`src/usb_event_pkg.sv`:
```
package usb_event_pkg;

	localparam int          ADDR_W       = 8;
	localparam int          DATA_W       = 32;
	localparam int          FLAG_W       = 8;

	// register byte offsets
	localparam logic [7:0]  OFS_FLAGS    = 8'h00;
	localparam logic [7:0]  OFS_MASK     = 8'h04;
	localparam logic [7:0]  OFS_ERR_EN   = 8'h08;

	// event flag bit positions
	localparam int          BIT_UNUSED   = 7;
	localparam int          BIT_SOF      = 6;
	localparam int          BIT_STALL    = 5;
	localparam int          BIT_IDLE     = 4;
	localparam int          BIT_TRN      = 3;
	localparam int          BIT_ACTV     = 2;
	localparam int          BIT_UERR     = 1;
	localparam int          BIT_URST     = 0;

	// bits that software clears by writing one; summary error and bit 7 excluded
	localparam logic [7:0]  FLAGS_W1C    = 8'h7D;
	localparam logic [7:0]  MASK_IMPL    = 8'h7F;

	localparam logic [7:0]  FLAGS_RST    = 8'h00;
	localparam logic [7:0]  MASK_RST     = 8'h00;
	localparam logic [7:0]  ERR_EN_RST   = 8'h00;

	localparam logic [1:0]  RESP_OKAY    = 2'b00;
	localparam logic [1:0]  RESP_SLVERR  = 2'b10;

	// idle detect time
	localparam int          CLK_KHZ      = 40000;
	localparam int          IDLE_TIME_MS = 3;
	localparam int          IDLE_CYC_DEF = IDLE_TIME_MS * CLK_KHZ;
	localparam int          IDLE_CNT_W   = 17;

	typedef enum logic [3:0] {
		SEL_NONE   = 4'b0001,
		SEL_FLAGS  = 4'b0010,
		SEL_MASK   = 4'b0100,
		SEL_ERR_EN = 4'b1000
	} reg_sel_e;

	// one-cycle event pulses from the serial interface engine
	typedef struct packed {
		logic frame_start;
		logic stall_sent;
		logic trn_done;
		logic activity;
		logic bus_reset;
	} usb_events_s;

endpackage

```
`src/usb_event_flag_register.sv`:
```
// Functional notes
// [RULE_01] The start-of-frame flag is set when the engine reports a received start-of-frame token and stays clear otherwise.
// [RULE_02] The stall flag is set when the engine reports a sent STALL handshake and stays clear otherwise.
// [RULE_03] The idle flag is set once the bus has been idle without a break for 3 ms or longer.
// [RULE_04] Bit 7 of the event flag register always reads as zero.
// [RULE_05] Every implemented event flag is zero after reset.
// [RULE_06] Software normally unmasks the activity interrupt only after an idle event, so resume activity wakes the device.
// [RULE_07] The summary error flag is set only by error conditions whose enable bits are set.
// [RULE_08] The summary error flag is read-only and follows the enabled individual errors.
// [RULE_09] A finished transaction sets the transaction flag, and clearing that flag advances the status FIFO.
//
// Design decisions made here: the AXI4-Lite interface to the registers and the address map.
module usb_event_flag_register
	import usb_event_pkg::*;
#(
	parameter int IDLE_CYCLES = IDLE_CYC_DEF
) (
	// clock and reset
	input  wire logic              aclk,
	input  wire logic              aresetn,
	// axi4-lite write address and data
	input  wire logic [ADDR_W-1:0] awaddr,
	input  wire logic              awvalid,
	output logic                   awready,
	input  wire logic [DATA_W-1:0] wdata,
	input  wire logic [3:0]        wstrb,
	input  wire logic              wvalid,
	output logic                   wready,
	// axi4-lite write response
	output logic [1:0]             bresp,
	output logic                   bvalid,
	input  wire logic              bready,
	// axi4-lite read
	input  wire logic [ADDR_W-1:0] araddr,
	input  wire logic              arvalid,
	output logic                   arready,
	output logic [DATA_W-1:0]      rdata,
	output logic [1:0]             rresp,
	output logic                   rvalid,
	input  wire logic              rready,
	// engine side
	input  wire usb_events_s       events,
	input  wire logic              bus_idle,
	input  wire logic [FLAG_W-1:0] err_flags,
	output logic                   fifo_advance,
	output logic                   address_clear,
	// interrupt
	output logic                   irq
);

	function automatic reg_sel_e decode(input logic [ADDR_W-1:0] addr);
		if (addr[ADDR_W-1:2] == OFS_FLAGS[ADDR_W-1:2])
			return SEL_FLAGS;
		else if (addr[ADDR_W-1:2] == OFS_MASK[ADDR_W-1:2])
			return SEL_MASK;
		else if (addr[ADDR_W-1:2] == OFS_ERR_EN[ADDR_W-1:2])
			return SEL_ERR_EN;
		else
			return SEL_NONE;
	endfunction

	logic [ADDR_W-1:0]     awaddr_r;
	logic                  aw_held_r;
	logic [DATA_W-1:0]     wdata_r;
	logic [3:0]            wstrb_r;
	logic                  w_held_r;
	logic                  bvalid_r;
	logic [1:0]            bresp_r;
	logic                  rvalid_r;
	logic [1:0]            rresp_r;
	logic [DATA_W-1:0]     rdata_r;
	logic                  rd_flags_r;
	logic [FLAG_W-1:0]     flags_r;
	logic [FLAG_W-1:0]     flags_nxt;
	logic [FLAG_W-1:0]     mask_r;
	logic [FLAG_W-1:0]     err_en_r;
	logic                  err_sum_r;
	logic [IDLE_CNT_W-1:0] idle_cnt_r;
	logic                  idle_hit;
	logic                  fifo_adv_r;
	logic                  addr_clr_r;
	logic                  do_write;
	logic                  wr_low;
	reg_sel_e              wr_sel;
	logic [FLAG_W-1:0]     set_vec;
	logic [FLAG_W-1:0]     clr_vec;
	logic                  trn_clear;

	localparam logic [IDLE_CNT_W-1:0] IDLE_MAX = IDLE_CNT_W'(IDLE_CYCLES);

	assign awready      = !aw_held_r && !bvalid_r;
	assign wready       = !w_held_r && !bvalid_r;
	assign arready      = !rvalid_r;
	assign bvalid       = bvalid_r;
	assign bresp        = bresp_r;
	assign rvalid       = rvalid_r;
	assign rresp        = rresp_r;
	assign rdata        = rdata_r;
	assign fifo_advance = fifo_adv_r;
	assign address_clear = addr_clr_r;

	assign do_write  = aw_held_r && w_held_r && !bvalid_r;
	assign wr_sel    = decode(awaddr_r);
	assign wr_low    = do_write && wstrb_r[0];
	assign trn_clear = wr_low && (wr_sel == SEL_FLAGS) && wdata_r[BIT_TRN] && flags_r[BIT_TRN];

	// write address and data are taken independently
	always_ff @(posedge aclk) begin
		if (!aresetn) begin
			aw_held_r <= 1'b0;
			awaddr_r  <= '0;
		end else if (awvalid && awready) begin
			aw_held_r <= 1'b1;
			awaddr_r  <= awaddr;
		end else if (do_write) begin
			aw_held_r <= 1'b0;
		end
	end

	always_ff @(posedge aclk) begin
		if (!aresetn) begin
			w_held_r <= 1'b0;
			wdata_r  <= '0;
			wstrb_r  <= '0;
		end else if (wvalid && wready) begin
			w_held_r <= 1'b1;
			wdata_r  <= wdata;
			wstrb_r  <= wstrb;
		end else if (do_write) begin
			w_held_r <= 1'b0;
		end
	end

	always_ff @(posedge aclk) begin
		if (!aresetn) begin
			bvalid_r <= 1'b0;
			bresp_r  <= RESP_OKAY;
		end else if (do_write) begin
			bvalid_r <= 1'b1;
			bresp_r  <= (wr_sel == SEL_NONE) ? RESP_SLVERR : RESP_OKAY;
		end else if (bready) begin
			bvalid_r <= 1'b0;
		end
	end

	// read answer one cycle after the address is taken
	always_ff @(posedge aclk) begin
		if (!aresetn) begin
			rvalid_r   <= 1'b0;
			rresp_r    <= RESP_OKAY;
			rdata_r    <= '0;
			rd_flags_r <= 1'b0;
		end else if (arvalid && arready) begin
			rvalid_r   <= 1'b1;
			rresp_r    <= RESP_OKAY;
			rd_flags_r <= 1'b0;
			rdata_r    <= '0;
			case (decode(araddr))
				SEL_FLAGS: begin
					rdata_r[FLAG_W-1:0] <= flags_r & MASK_IMPL; // RULE_04
					rd_flags_r          <= 1'b1;
				end
				SEL_MASK:   rdata_r[FLAG_W-1:0] <= mask_r;
				SEL_ERR_EN: rdata_r[FLAG_W-1:0] <= err_en_r;
				default:    rresp_r <= RESP_SLVERR;
			endcase
		end else if (rready) begin
			rvalid_r <= 1'b0;
		end
	end

	always_ff @(posedge aclk) begin
		if (!aresetn) begin
			mask_r   <= MASK_RST;
			err_en_r <= ERR_EN_RST;
		end else if (wr_low) begin
			if (wr_sel == SEL_MASK)
				mask_r <= wdata_r[FLAG_W-1:0] & MASK_IMPL;
			if (wr_sel == SEL_ERR_EN)
				err_en_r <= wdata_r[FLAG_W-1:0];
		end
	end

	// continuous idle counter, saturates so one idle period gives one event
	always_ff @(posedge aclk) begin
		if (!aresetn)
			idle_cnt_r <= '0;
		else if (!bus_idle)
			idle_cnt_r <= '0;
		else if (idle_cnt_r != IDLE_MAX)
			idle_cnt_r <= idle_cnt_r + 1'b1;
	end

	assign idle_hit = bus_idle && (idle_cnt_r == IDLE_MAX - 1'b1); // RULE_03

	// summary error follows enabled errors only; writes never touch it
	always_ff @(posedge aclk) begin
		if (!aresetn)
			err_sum_r <= 1'b0;
		else
			err_sum_r <= |(err_flags & err_en_r); // RULE_07 RULE_08
	end

	always_comb begin
		set_vec            = '0;
		set_vec[BIT_SOF]   = events.frame_start; // RULE_01
		set_vec[BIT_STALL] = events.stall_sent; // RULE_02
		set_vec[BIT_IDLE]  = idle_hit; // RULE_03
		set_vec[BIT_TRN]   = events.trn_done; // RULE_09
		set_vec[BIT_ACTV]  = events.activity;
		set_vec[BIT_URST]  = events.bus_reset;
		clr_vec            = '0;
		if (wr_low && (wr_sel == SEL_FLAGS))
			clr_vec = wdata_r[FLAG_W-1:0] & FLAGS_W1C;
		// a set in the same cycle as a clear wins
		flags_nxt          = (flags_r & ~clr_vec) | set_vec;
		flags_nxt[BIT_UERR]   = err_sum_r; // RULE_08
		flags_nxt[BIT_UNUSED] = 1'b0; // RULE_04
	end

	always_ff @(posedge aclk) begin
		if (!aresetn)
			flags_r <= FLAGS_RST; // RULE_05
		else
			flags_r <= flags_nxt;
	end

	always_ff @(posedge aclk) begin
		if (!aresetn) begin
			fifo_adv_r <= 1'b0;
			addr_clr_r <= 1'b0;
			irq        <= 1'b0;
		end else begin
			fifo_adv_r <= trn_clear; // RULE_09
			addr_clr_r <= events.bus_reset;
			irq        <= |(flags_nxt & mask_r);
		end
	end
endmodule

```
`config.mk`:
```
export PLATFORM = sky130hd
export DESIGN_NAME = usb_event_flag_register
export DESIGN_NICKNAME = d
export VERILOG_FILES = /design/src/usb_event_pkg.sv /design/src/usb_event_flag_register.sv
export SDC_FILE = /design/constraint.sdc
export NUM_CORES = 1
export LEC_CHECK = 0
export ABC_AREA = 1
export BUFFER_PORTS_ARGS = -buffer_cell sky130_fd_sc_hd__buf_2
export CAP_MARGIN = 20
export CELL_PAD_IN_SITES_DETAIL_PLACEMENT = 1
export CELL_PAD_IN_SITES_GLOBAL_PLACEMENT = 2
export CORE_MARGIN = 5
export CORE_UTILIZATION = 26
export CTS_CLUSTER_SIZE = 12
export DETAILED_ROUTE_END_ITERATION = 6
export HOLD_SLACK_MARGIN = 0.05
export PLACE_DENSITY_LB_ADDON = 0.08
export SLEW_MARGIN = 40
export SYNTH_ARGS = -nofsm -noshare
export SYNTH_HDL_FRONTEND = slang
export SYNTH_SLANG_ARGS = --single-unit
export TNS_END_PERCENT = 100
```
`constraint.sdc`:
```
create_clock -name aclk -period 1.7 [get_ports aclk]
set_input_delay 0.085 -clock aclk [delete_from_list [all_inputs] [get_ports aclk]]
set_output_delay 0.085 -clock aclk [all_outputs]
set_load 0.01 [all_outputs]
```
==> impl_metrics.ini, run 1 <==
[die]
core_area_sq_um = 12470
start_util = 0.2615
die-height_microns = 122.0
fp.dieW_microns = 122.0
ios = 117
die_area_sq_um = 14880
num_rows = 41

[pwr]
p_leak_uw = 0.001808
powerDensity_nw_per_um2 = 992.5
peakVddDrop_uv = 414.7

[clocking]
numClockSinks = 72
clock_path_buffers = 2
path_clk_slew_ns = 0.06
cts_tree = yes
root_buffer = clkbuf_16
clkLatencyLatePin_ns = 0.33
cts_max_level = 3
cts_buffers = 9

[placed_design]
numPortBuffers = 59
place_hpwl_microns = 6998
place_congestion = 0.7357

[sta]
hold_viol = 0
setup_viol = 0
fmax_ghz = 0.6594
period_share = 0.8921
period_minus_slack_ns = 1.517
whs_ns = 0.06444
fin_worst_skew_ns = 0.004931
rsz0062_at_grt = false
setup_tns_ns = 0
drv_slew = 0

[cells_and_area]
syn_to_final_growth_pct = 29.64
drive_above_1_share = 0.2045
antennaDiodeCount = 0
num-nets-final = 603
nFillCells = 1563

[yosys]
synthesis.area_sq_um = 3259
yosys-top-cells-area = dfxtp_1 44%, nand2_1 8.4%, nor2_1 7.8%, o21ai_0 6.3%, buf_4 6.2%
synth_ff_type = dfxtp_1
avgSynthCellArea_sq_um = 7.425
yosysMostFrequentCell = nand2_1
synth_area_leader_cell = dfxtp_1
synth_cell_type_count = 33
ys_async_sr_fraction = 0
ys_warn_count = 0
synthCells = 439
yosys-top-cells-count = 73 x nand2_1, 72 x dfxtp_1, 68 x nor2_1, 41 x o21ai_0, 40 x a21oi_1
synth-edff-count = 0
ys_seq_elements = 72
synth_top_area_share = 0.4422
seq_area_frac_synth = 0.4422

[detailed_routing]
drcViolationCount = 0
drtPass1Iterations = 4
drt_iter0_drc = 94
wl_per_cell_microns = 12.90
vias_per_cell = 4.231
routed_wl_microns = 9096
antenna_left = 0
vias = 2983

[worst_setup_path]
crit_path_end = irq$_SDFF_PN0_
reg2reg_to = irq$_SDFF_PN0_
cp_data_arrival_time_ns = 1.74
crit_path_max_fanout = 6
worst-setup-path-type = reg2reg
endpoint_kind = register
cp.required_ns = 1.92
reg2reg_depth = 10
reg2reg_slack_ns = 0.18
critical_path.startpoint = awaddr_r[6]$_SDFFE_PN0P_
start_kind = register
r2r-start = awaddr_r[6]$_SDFFE_PN0P_

[global_route]
track_usage = 0.1315
grt_pass1_vias = 3101
antenna_found_initial = 0
grt_overflow = 0
grt_pass1_wl_microns = 15240
grt_max_degree = 35

[status]
outcome = finished, final reports clean

[worst_hold_path]
min_path_type = in2reg

[job]
maxCapViolCount = 0
## flip-flops by register name (all words and copies together), names as in the netlist, 6 cells and up
signal / flops
awaddr_r: 6
err_en_r: 8
flags_r: 7
idle_cnt_r: 17
mask_r: 7
rdata: 8
wdata_r: 8
## cell families (layout without fill, tap and decap cells)
family	after synthesis	count (layout)	share of synthesized area
other cells	1	26	0.001151
simple gates	193	193	0.2706
flops	72	72	0.4422
xor+xnor	2	2	0.005375
buf+inv	74	143	0.1163
compound gates	95	95	0.1566
fa+ha+maj	2	2	0.007676
## worst min-delay path by stage
stage                       from                  endpoint  slack [ns]  cells past startpoint
floorplan              events[0]  address_clear$_SDFF_PN0_        0.18                      2
global placement       events[0]  address_clear$_SDFF_PN0_        0.29                      3
detailed placement     events[0]  address_clear$_SDFF_PN0_        0.30                      3
CTS                      aresetn       rvalid$_SDFFE_PN0P_        0.05                      2
global route             aresetn       rvalid$_SDFFE_PN0P_        0.07                      2
finish              err_flags[2]      err_sum_r$_SDFF_PN0_        0.06                      3
## power by group
part / switching, uW / leakage [uW] / internal, uW
clock: 732 / 0.000152 / 1320
sequential: 42.3 / 0.000587 / 1750
combinational: 210 / 0.00107 / 140
## layout make-up
class	instances	area (sq um)	share of cell area
clock buffers	11	242.7	0.05745
inverters	40	150.1	0.03553
well taps	172	215.2	0.05093
clock inverters	5	80.08	0.01895
flip-flops and latches	72	1441	0.3411
multi-input cells	318	1535	0.3633
repair buffers	87	560.5	0.1327
## layout by cell type, fill, tap and decap left out, drive strengths merged, types with 3 or more instances in the layout
master	count
conb	26
o21ai	45
nand3	19
nand2	79
buf	65
nor3	8
clkbuf	11
a21oi	40
nand4	4
nor2	80
dlygate4sd3	22
clkinv	3
inv	38
dfxtp	72
## per-stage QoR
stage,util,instances,area [sq um],setup WS [ns],total power (uW)
6_report,0.3390,705,4225,0.1834,4194
5_1_grt,0.3390,705,4225,0.008416,4402
4_1_cts,0.3388,705,4223,0.1644,4279
3_5_place_dp,0.2952,667,3680,0.1772,2147
3_3_place_gp,0.2952,667,3680,0.2179,2136
2_1_floorplan,-,464,3353,0.4201,2056
## worst max-delay path, cell delays in order (launching register included)
cell and delay (ns):
dfxtp_1 0.31, nor2_1 0.11, nand2_1 0.12, nor2_2 0.25
nand3_1 0.17, nand2_1 0.12, nand2_1 0.06, nand2_1 0.06
nand2_1 0.05, nor2_1 0.09, a21oi_1 0.07
## repair_timing
| item | in CTS | in global routing |
|---|---|---|
| endpoints found under the hold margin | 21 | 0 |
| resized for setup | 0 | 1 |
| setup buffers | 0 | 0 |
| hold buffers | 22 | 0 |
| setup endpoints to repair | 0 | 1 |
## routing by layer
metal  track usage  up-vias  share of wire
met4       0.06092        0          0.022
met2        0.2113       42           0.46
met1        0.1689     1371           0.48
li1              -     1557              -
met5             0        -              0
met3       0.02739       13          0.031
(Power assumes the default switching activity.)
==> inputs of run 2 (changes only) <==
Settings changed: CORE_MARGIN 5 to default.
==> run 2 against run 1 <==
Effect of this change:
- hold slack about the same
- core utilization is 1.2 points higher
- sequential power hardly changed
- highest routed layer unchanged
- setup slack lost 0.010 ns
- sequential share of layout area shrank 0.17 points
- critical path depth unchanged
- critical endpoint unchanged
- die area is 13% lower
==> impl_metrics.ini, run 2 (same netlist as run 1, synthesis figures left out) <==
[clocking]
clock_path_buffers = 2
numClockSinks = 72
post_cts_buffers = 0
root_buffer = clkbuf_16
cts_buffers = 9
path_clk_slew_ns = 0.06
clkLatencyLatePin_ns = 0.34
cts_tree = yes
cts_max_level = 3

[cells_and_area]
antennaDiodeCount = 0
drive_above_1_share = 0.1985
nFillCells = 1513
layout_common_cells = 73 x nand2_1, 72 x dfxtp_1, 68 x nor2_1
largest_reg_flops = 17
regMostFlops = idle_cnt_r
num-nets-final = 604
final_util = 0.3506
syn_to_final_growth_pct = 30.29
final_common_cell = nand2_1

[sta]
worst_pin_slew_ns = 0.5534
drv_slew = 0
period_share = 0.8983
layout_setup_ws_ns = 0.1730
relSlewSlack = 0.6288
fmax_ghz = 0.6549
rsz0062_at_grt = false
setup_tns_ns = 0
setup_viol = 0
period_minus_slack_ns = 1.527
whs_ns = 0.06448
hold_viol = 0
fin_worst_skew_ns = 0.004989

[die]
fp.dieW_microns = 114.0
core_area_sq_um = 12110
num_rows = 40
die-height_microns = 114.0
die_area_sq_um = 12990
ios = 117
start_util = 0.2691

[status]
outcome = finished, final reports clean

[worst_setup_path]
worstPathCellList = nor2_1 -> nand2_1 -> nor2_2 -> nand3_1 -> nand2_1 -> nand2_1 -> nand2_1 -> nand2_1 -> nor2_1 -> a21oi_1
worst_path_most_repeated_cell = nand2_1
critPathBufInv = 0
crit_path_max_fanout = 6
max_stage_delay_ns = 0.31
start_kind = register
cp.required_ns = 1.91
path_depth = 10
worst-setup-path-type = reg2reg
slowest_stage = dfxtp_1
critical-path-top-delay-family = simple AND/OR/NAND/NOR gates
endpoint_kind = register
cp_data_arrival_time_ns = 1.73
reg2reg_depth = 10

[global_route]
grt_max_degree = 35
grt_pass1_vias = 2992
track_usage = 0.1487
antenna_found_initial = 0
grt_overflow = 0
grt_pass1_wl_microns = 14860

[detailed_routing]
drtPass1Iterations = 4
vias_per_cell = 4.224
met3_length_microns = 233
wl_met1_microns = 4441
top_layer = met4
drcViolationCount = 0
wl_per_cell_microns = 12.58
drt_iter0_drc = 83
vias = 2965
routed_wl_microns = 8834
antenna_left = 0
route.met2.wl_microns = 3972

[placed_design]
numPortBuffers = 59
place_congestion = 0.7157
place_hpwl_microns = 6560
dp_slack_ns = 0.1682

[worst_hold_path]
min_path_cells = 3
min_path_type = in2reg

[pwr]
power_uw = 4310
p_leak_uw = 0.001818
powerDensity_nw_per_um2 = 1015
peakVddDrop_uv = 373.5

[job]
maxCapViolCount = 0
## run 2: cell types whose count changed in the layout (fill, tap and decap cells not counted), sizes merged
cell and change:
bufinv +1, clkinvlp -1, clkinv +1, buf -2, dlygate4sd3 +3, clkbuf -1
## run 2: power breakdown
| part | total (uW) | internal [uW] | leakage [uW] | switching [uW] |
|---|---|---|---|---|
| Sequential | 1790 | 1750 | 0.000587 | 41.8 |
| Clock | 2170 | 1430 | 0.000162 | 743 |
| Combinational | 350 | 140 | 0.00107 | 209 |
| Total | 4310 | 3320 | 0.00182 | 994 |
## run 2: path summary, 6_finish.rpt
path / from / end / slack [ns]
max: awaddr_r[6]$_SDFFE_PN0P_ / irq$_SDFF_PN0_ / 0.17
min: rready / rvalid$_SDFFE_PN0P_ / 0.06
max reg2reg: awaddr_r[6]$_SDFFE_PN0P_ / irq$_SDFF_PN0_ / 0.17
min reg2reg: err_sum_r$_SDFF_PN0_ / flags_r[1]$_SDFF_PN0_ / 0.43
## run 2: layout make-up
class,instances,area (sq um),area share
Multi-Input combinational cell,318,1533,0.3609
Sequential cell,72,1441,0.3394
Timing Repair Buffer,88,575.6,0.1355
Clock buffer,10,229.0,0.05392
Tap cell,168,210.2,0.04950
Inverter,40,150.1,0.03536
Clock inverter,6,107.6,0.02534
## run 2: per-stage QoR
stage | area, sq um | cells
3_5_place_dp | 3660 | 661
4_1_cts | 4247 | 702
6_report | 4247 | 702
2_1_floorplan | 3353 | 464
3_3_place_gp | 3660 | 661
5_1_grt | 4247 | 702
## run 2: per-layer routing
metal	global-route usage	up-vias
li1	-	1553
met1	0.1982	1354
met2	0.2283	45
met3	0.02869	13
met4	0.07532	0
met5	0	-
## run 2: timing repair
| action | in CTS | in global routing |
|---|---|---|
| resized for setup | 0 | 0 |
| hold buffers | 25 | 0 |
| hold endpoints to repair | 23 | 0 |
| endpoints found under the setup margin | 0 | 0 |
## run 2: tightest hold or removal path, stage by stage
cell and delay (ns):
buf_2 0.08, nor2_1 0.03, o21a_1 0.17
==> inputs of run 3 (changes only) <==
Settings changed: CORE_ASPECT_RATIO from default to 1.2, CORE_UTILIZATION 26 to 24.
Clock period 1.7 ns to 1.34 ns, I/O delays scaled along.
==> run 3 against run 2 <==
Effect of this change:
- the flow now finishes with violations (negative setup slack)
- critical path type unchanged
- critical endpoint unchanged
- critical path depth rose by 1
- largest power group is now sequential cells
- cell count rose by 6.7%
- setup slack got worse by 0.27 ns
- highest routed layer unchanged
==> impl_metrics.ini, run 3 (same netlist as run 1, synthesis figures left out) <==
[sta]
period_minus_slack_ns = 1.439
fmax_ghz = 0.6950
layout_setup_ws_ns = -0.09888
drv_slew = 0
period_share = 1.074
hold_viol = 0
rsz0062_at_grt = true
whs_ns = 0.06553
fin_worst_skew_ns = 0.003333
setup_viol = 2

[pwr]
p_leak_uw = 0.002097
powerDensity_nw_per_um2 = 1050
peakVddDrop_uv = 424.0
switching_share = 0.2450
pwr-share-seq = 0.451
p_int_uw = 3801
p_sw_uw = 1234
clock_power_share = 0.433
pwr-share-comb = 0.116

[worst_setup_path]
cp.required_ns = 1.55
endpoint_kind = register
start_kind = register
crit_path_max_fanout = 5
worst-setup-path-type = reg2reg
cp_data_arrival_time_ns = 1.65

[die]
ios = 117
die_area_sq_um = 14050
die-height_microns = 129.7
core_area_sq_um = 13240
num_rows = 46
start_util = 0.2462
fp.dieW_microns = 108.4

[placed_design]
place_hpwl_microns = 7319
place_inst = 695
place_congestion = 0.7154
numPortBuffers = 59

[cells_and_area]
regMostFlops = idle_cnt_r
final_common_cell = nand2_1
area.sequential_sq_um = 1461
syn_to_final_growth_pct = 47.06
drive_above_1_share = 0.3305
layout_common_cells = 65 x nand2_1, 64 x dfxtp_1, 63 x nor2_1
antennaDiodeCount = 0
nFillCells = 1620
instances_no_fill = 749
largest_reg_flops = 17
multi_input_area_sq_um = 1714
num-nets-final = 654

[global_route]
grt_pass1_wl_microns = 15720
grt_overflow = 0
grt_pass1_vias = 3224
grt_max_degree = 36
antenna_found_initial = 0
track_usage = 0.1465

[status]
violations = negative setup slack
outcome = finished, violations left

[clocking]
clock_path_buffers = 2
clkLatencyLatePin_ns = 0.33
path_clk_slew_ns = 0.06
numClockSinks = 72
cts_max_level = 3
cts_tree = yes
cts_buffers = 9
root_buffer = clkbuf_16

[detailed_routing]
vias = 3184
wl_per_cell_microns = 13.32
drt_iter0_drc = 79
drcViolationCount = 0
vias_per_cell = 4.251
antenna_left = 0
drtPass1Iterations = 4
routed_wl_microns = 9975

[job]
maxCapViolCount = 0

[worst_hold_path]
min_path_type = in2reg
## run 3: worst paths after layout
check | end | slack (ns) | from | cells after the start
setup / recovery | irq$_SDFF_PN0_ | -0.1 | awaddr_r[4]$_SDFFE_PN0P_ | 11
setup reg to reg | irq$_SDFF_PN0_ | -0.1 | awaddr_r[4]$_SDFFE_PN0P_ | 11
hold reg to reg | flags_r[1]$_SDFF_PN0_ | 0.46 | err_sum_r$_SDFF_PN0_ | 2
hold / removal | err_sum_r$_SDFF_PN0_ | 0.07 | err_flags[3] | 3
## run 3: final cells by class
cell class / count / area share
clock buffer: 12 / 0.05351
sequential: 72 / 0.3049
inverter: 40 / 0.03446
tap: 168 / 0.04385
multi-input combinational: 318 / 0.3576
clock inverter: 1 / 0.001044
timing repair buffer: 138 / 0.2046
## run 3: power by group through the flow
stage / Combinational, uW / Sequential [uW] / Clock (uW)
final: 584 / 2270 / 2180
after global routing: 662 / 2280 / 2330
after CTS: 530 / 2270 / 2270
after global placement: 449 / 2310 / 0
after floorplan: 300 / 2310 / 0
after detailed placement: 456 / 2320 / 0
## run 3: routing by layer
metal / global-route usage / up-vias / wire (microns) / part of all wire
met5: 0 / - / 0 / 0
met1: 0.1722 / 1486 / 4342 / 0.44
li1: - / 1652 / - / -
met2: 0.2630 / 37 / 5273 / 0.53
met4: 0.06439 / 0 / 150 / 0.015
met3: 0.02062 / 9 / 208 / 0.021
## run 3: critical path, cell delays in order, from the launching register on
cell,delay [ns]
dfxtp_2,0.32
nor2_2,0.10
nand2_2,0.10
nor2_4,0.18
buf_6,0.13
nand3_4,0.07
nand2_2,0.08
nand2_1,0.05
nand2_1,0.06
nand2_2,0.06
nor2_1,0.08
a21oi_1,0.07
## run 3: metrics by stage
stage	utilization	cell area, sq um	TNS [ns]	setup WS, ns	power [uW]
after floorplan	-	3353	0	0.06008	2608
after global placement	0.2957	3915	-0.7452	-0.1570	2762
after detailed placement	0.2957	3915	-1.304	-0.2229	2771
after CTS	0.3437	4549	-0.1798	-0.1127	5073
after global routing	0.3621	4793	-1.712	-0.2141	5278
final	0.3621	4793	-0.1131	-0.09888	5035
## run 3: repair_timing
| item | CTS | global route |
|---|---|---|
| pin swaps | 11 | 27 |
| buffers inserted | 7 | 11 |
| endpoints found under the hold margin | 24 | 0 |
| hold buffers | 23 | 0 |
| endpoints found under the setup margin | 22 | 40 |
| gates resized for setup | 23 | 50 |
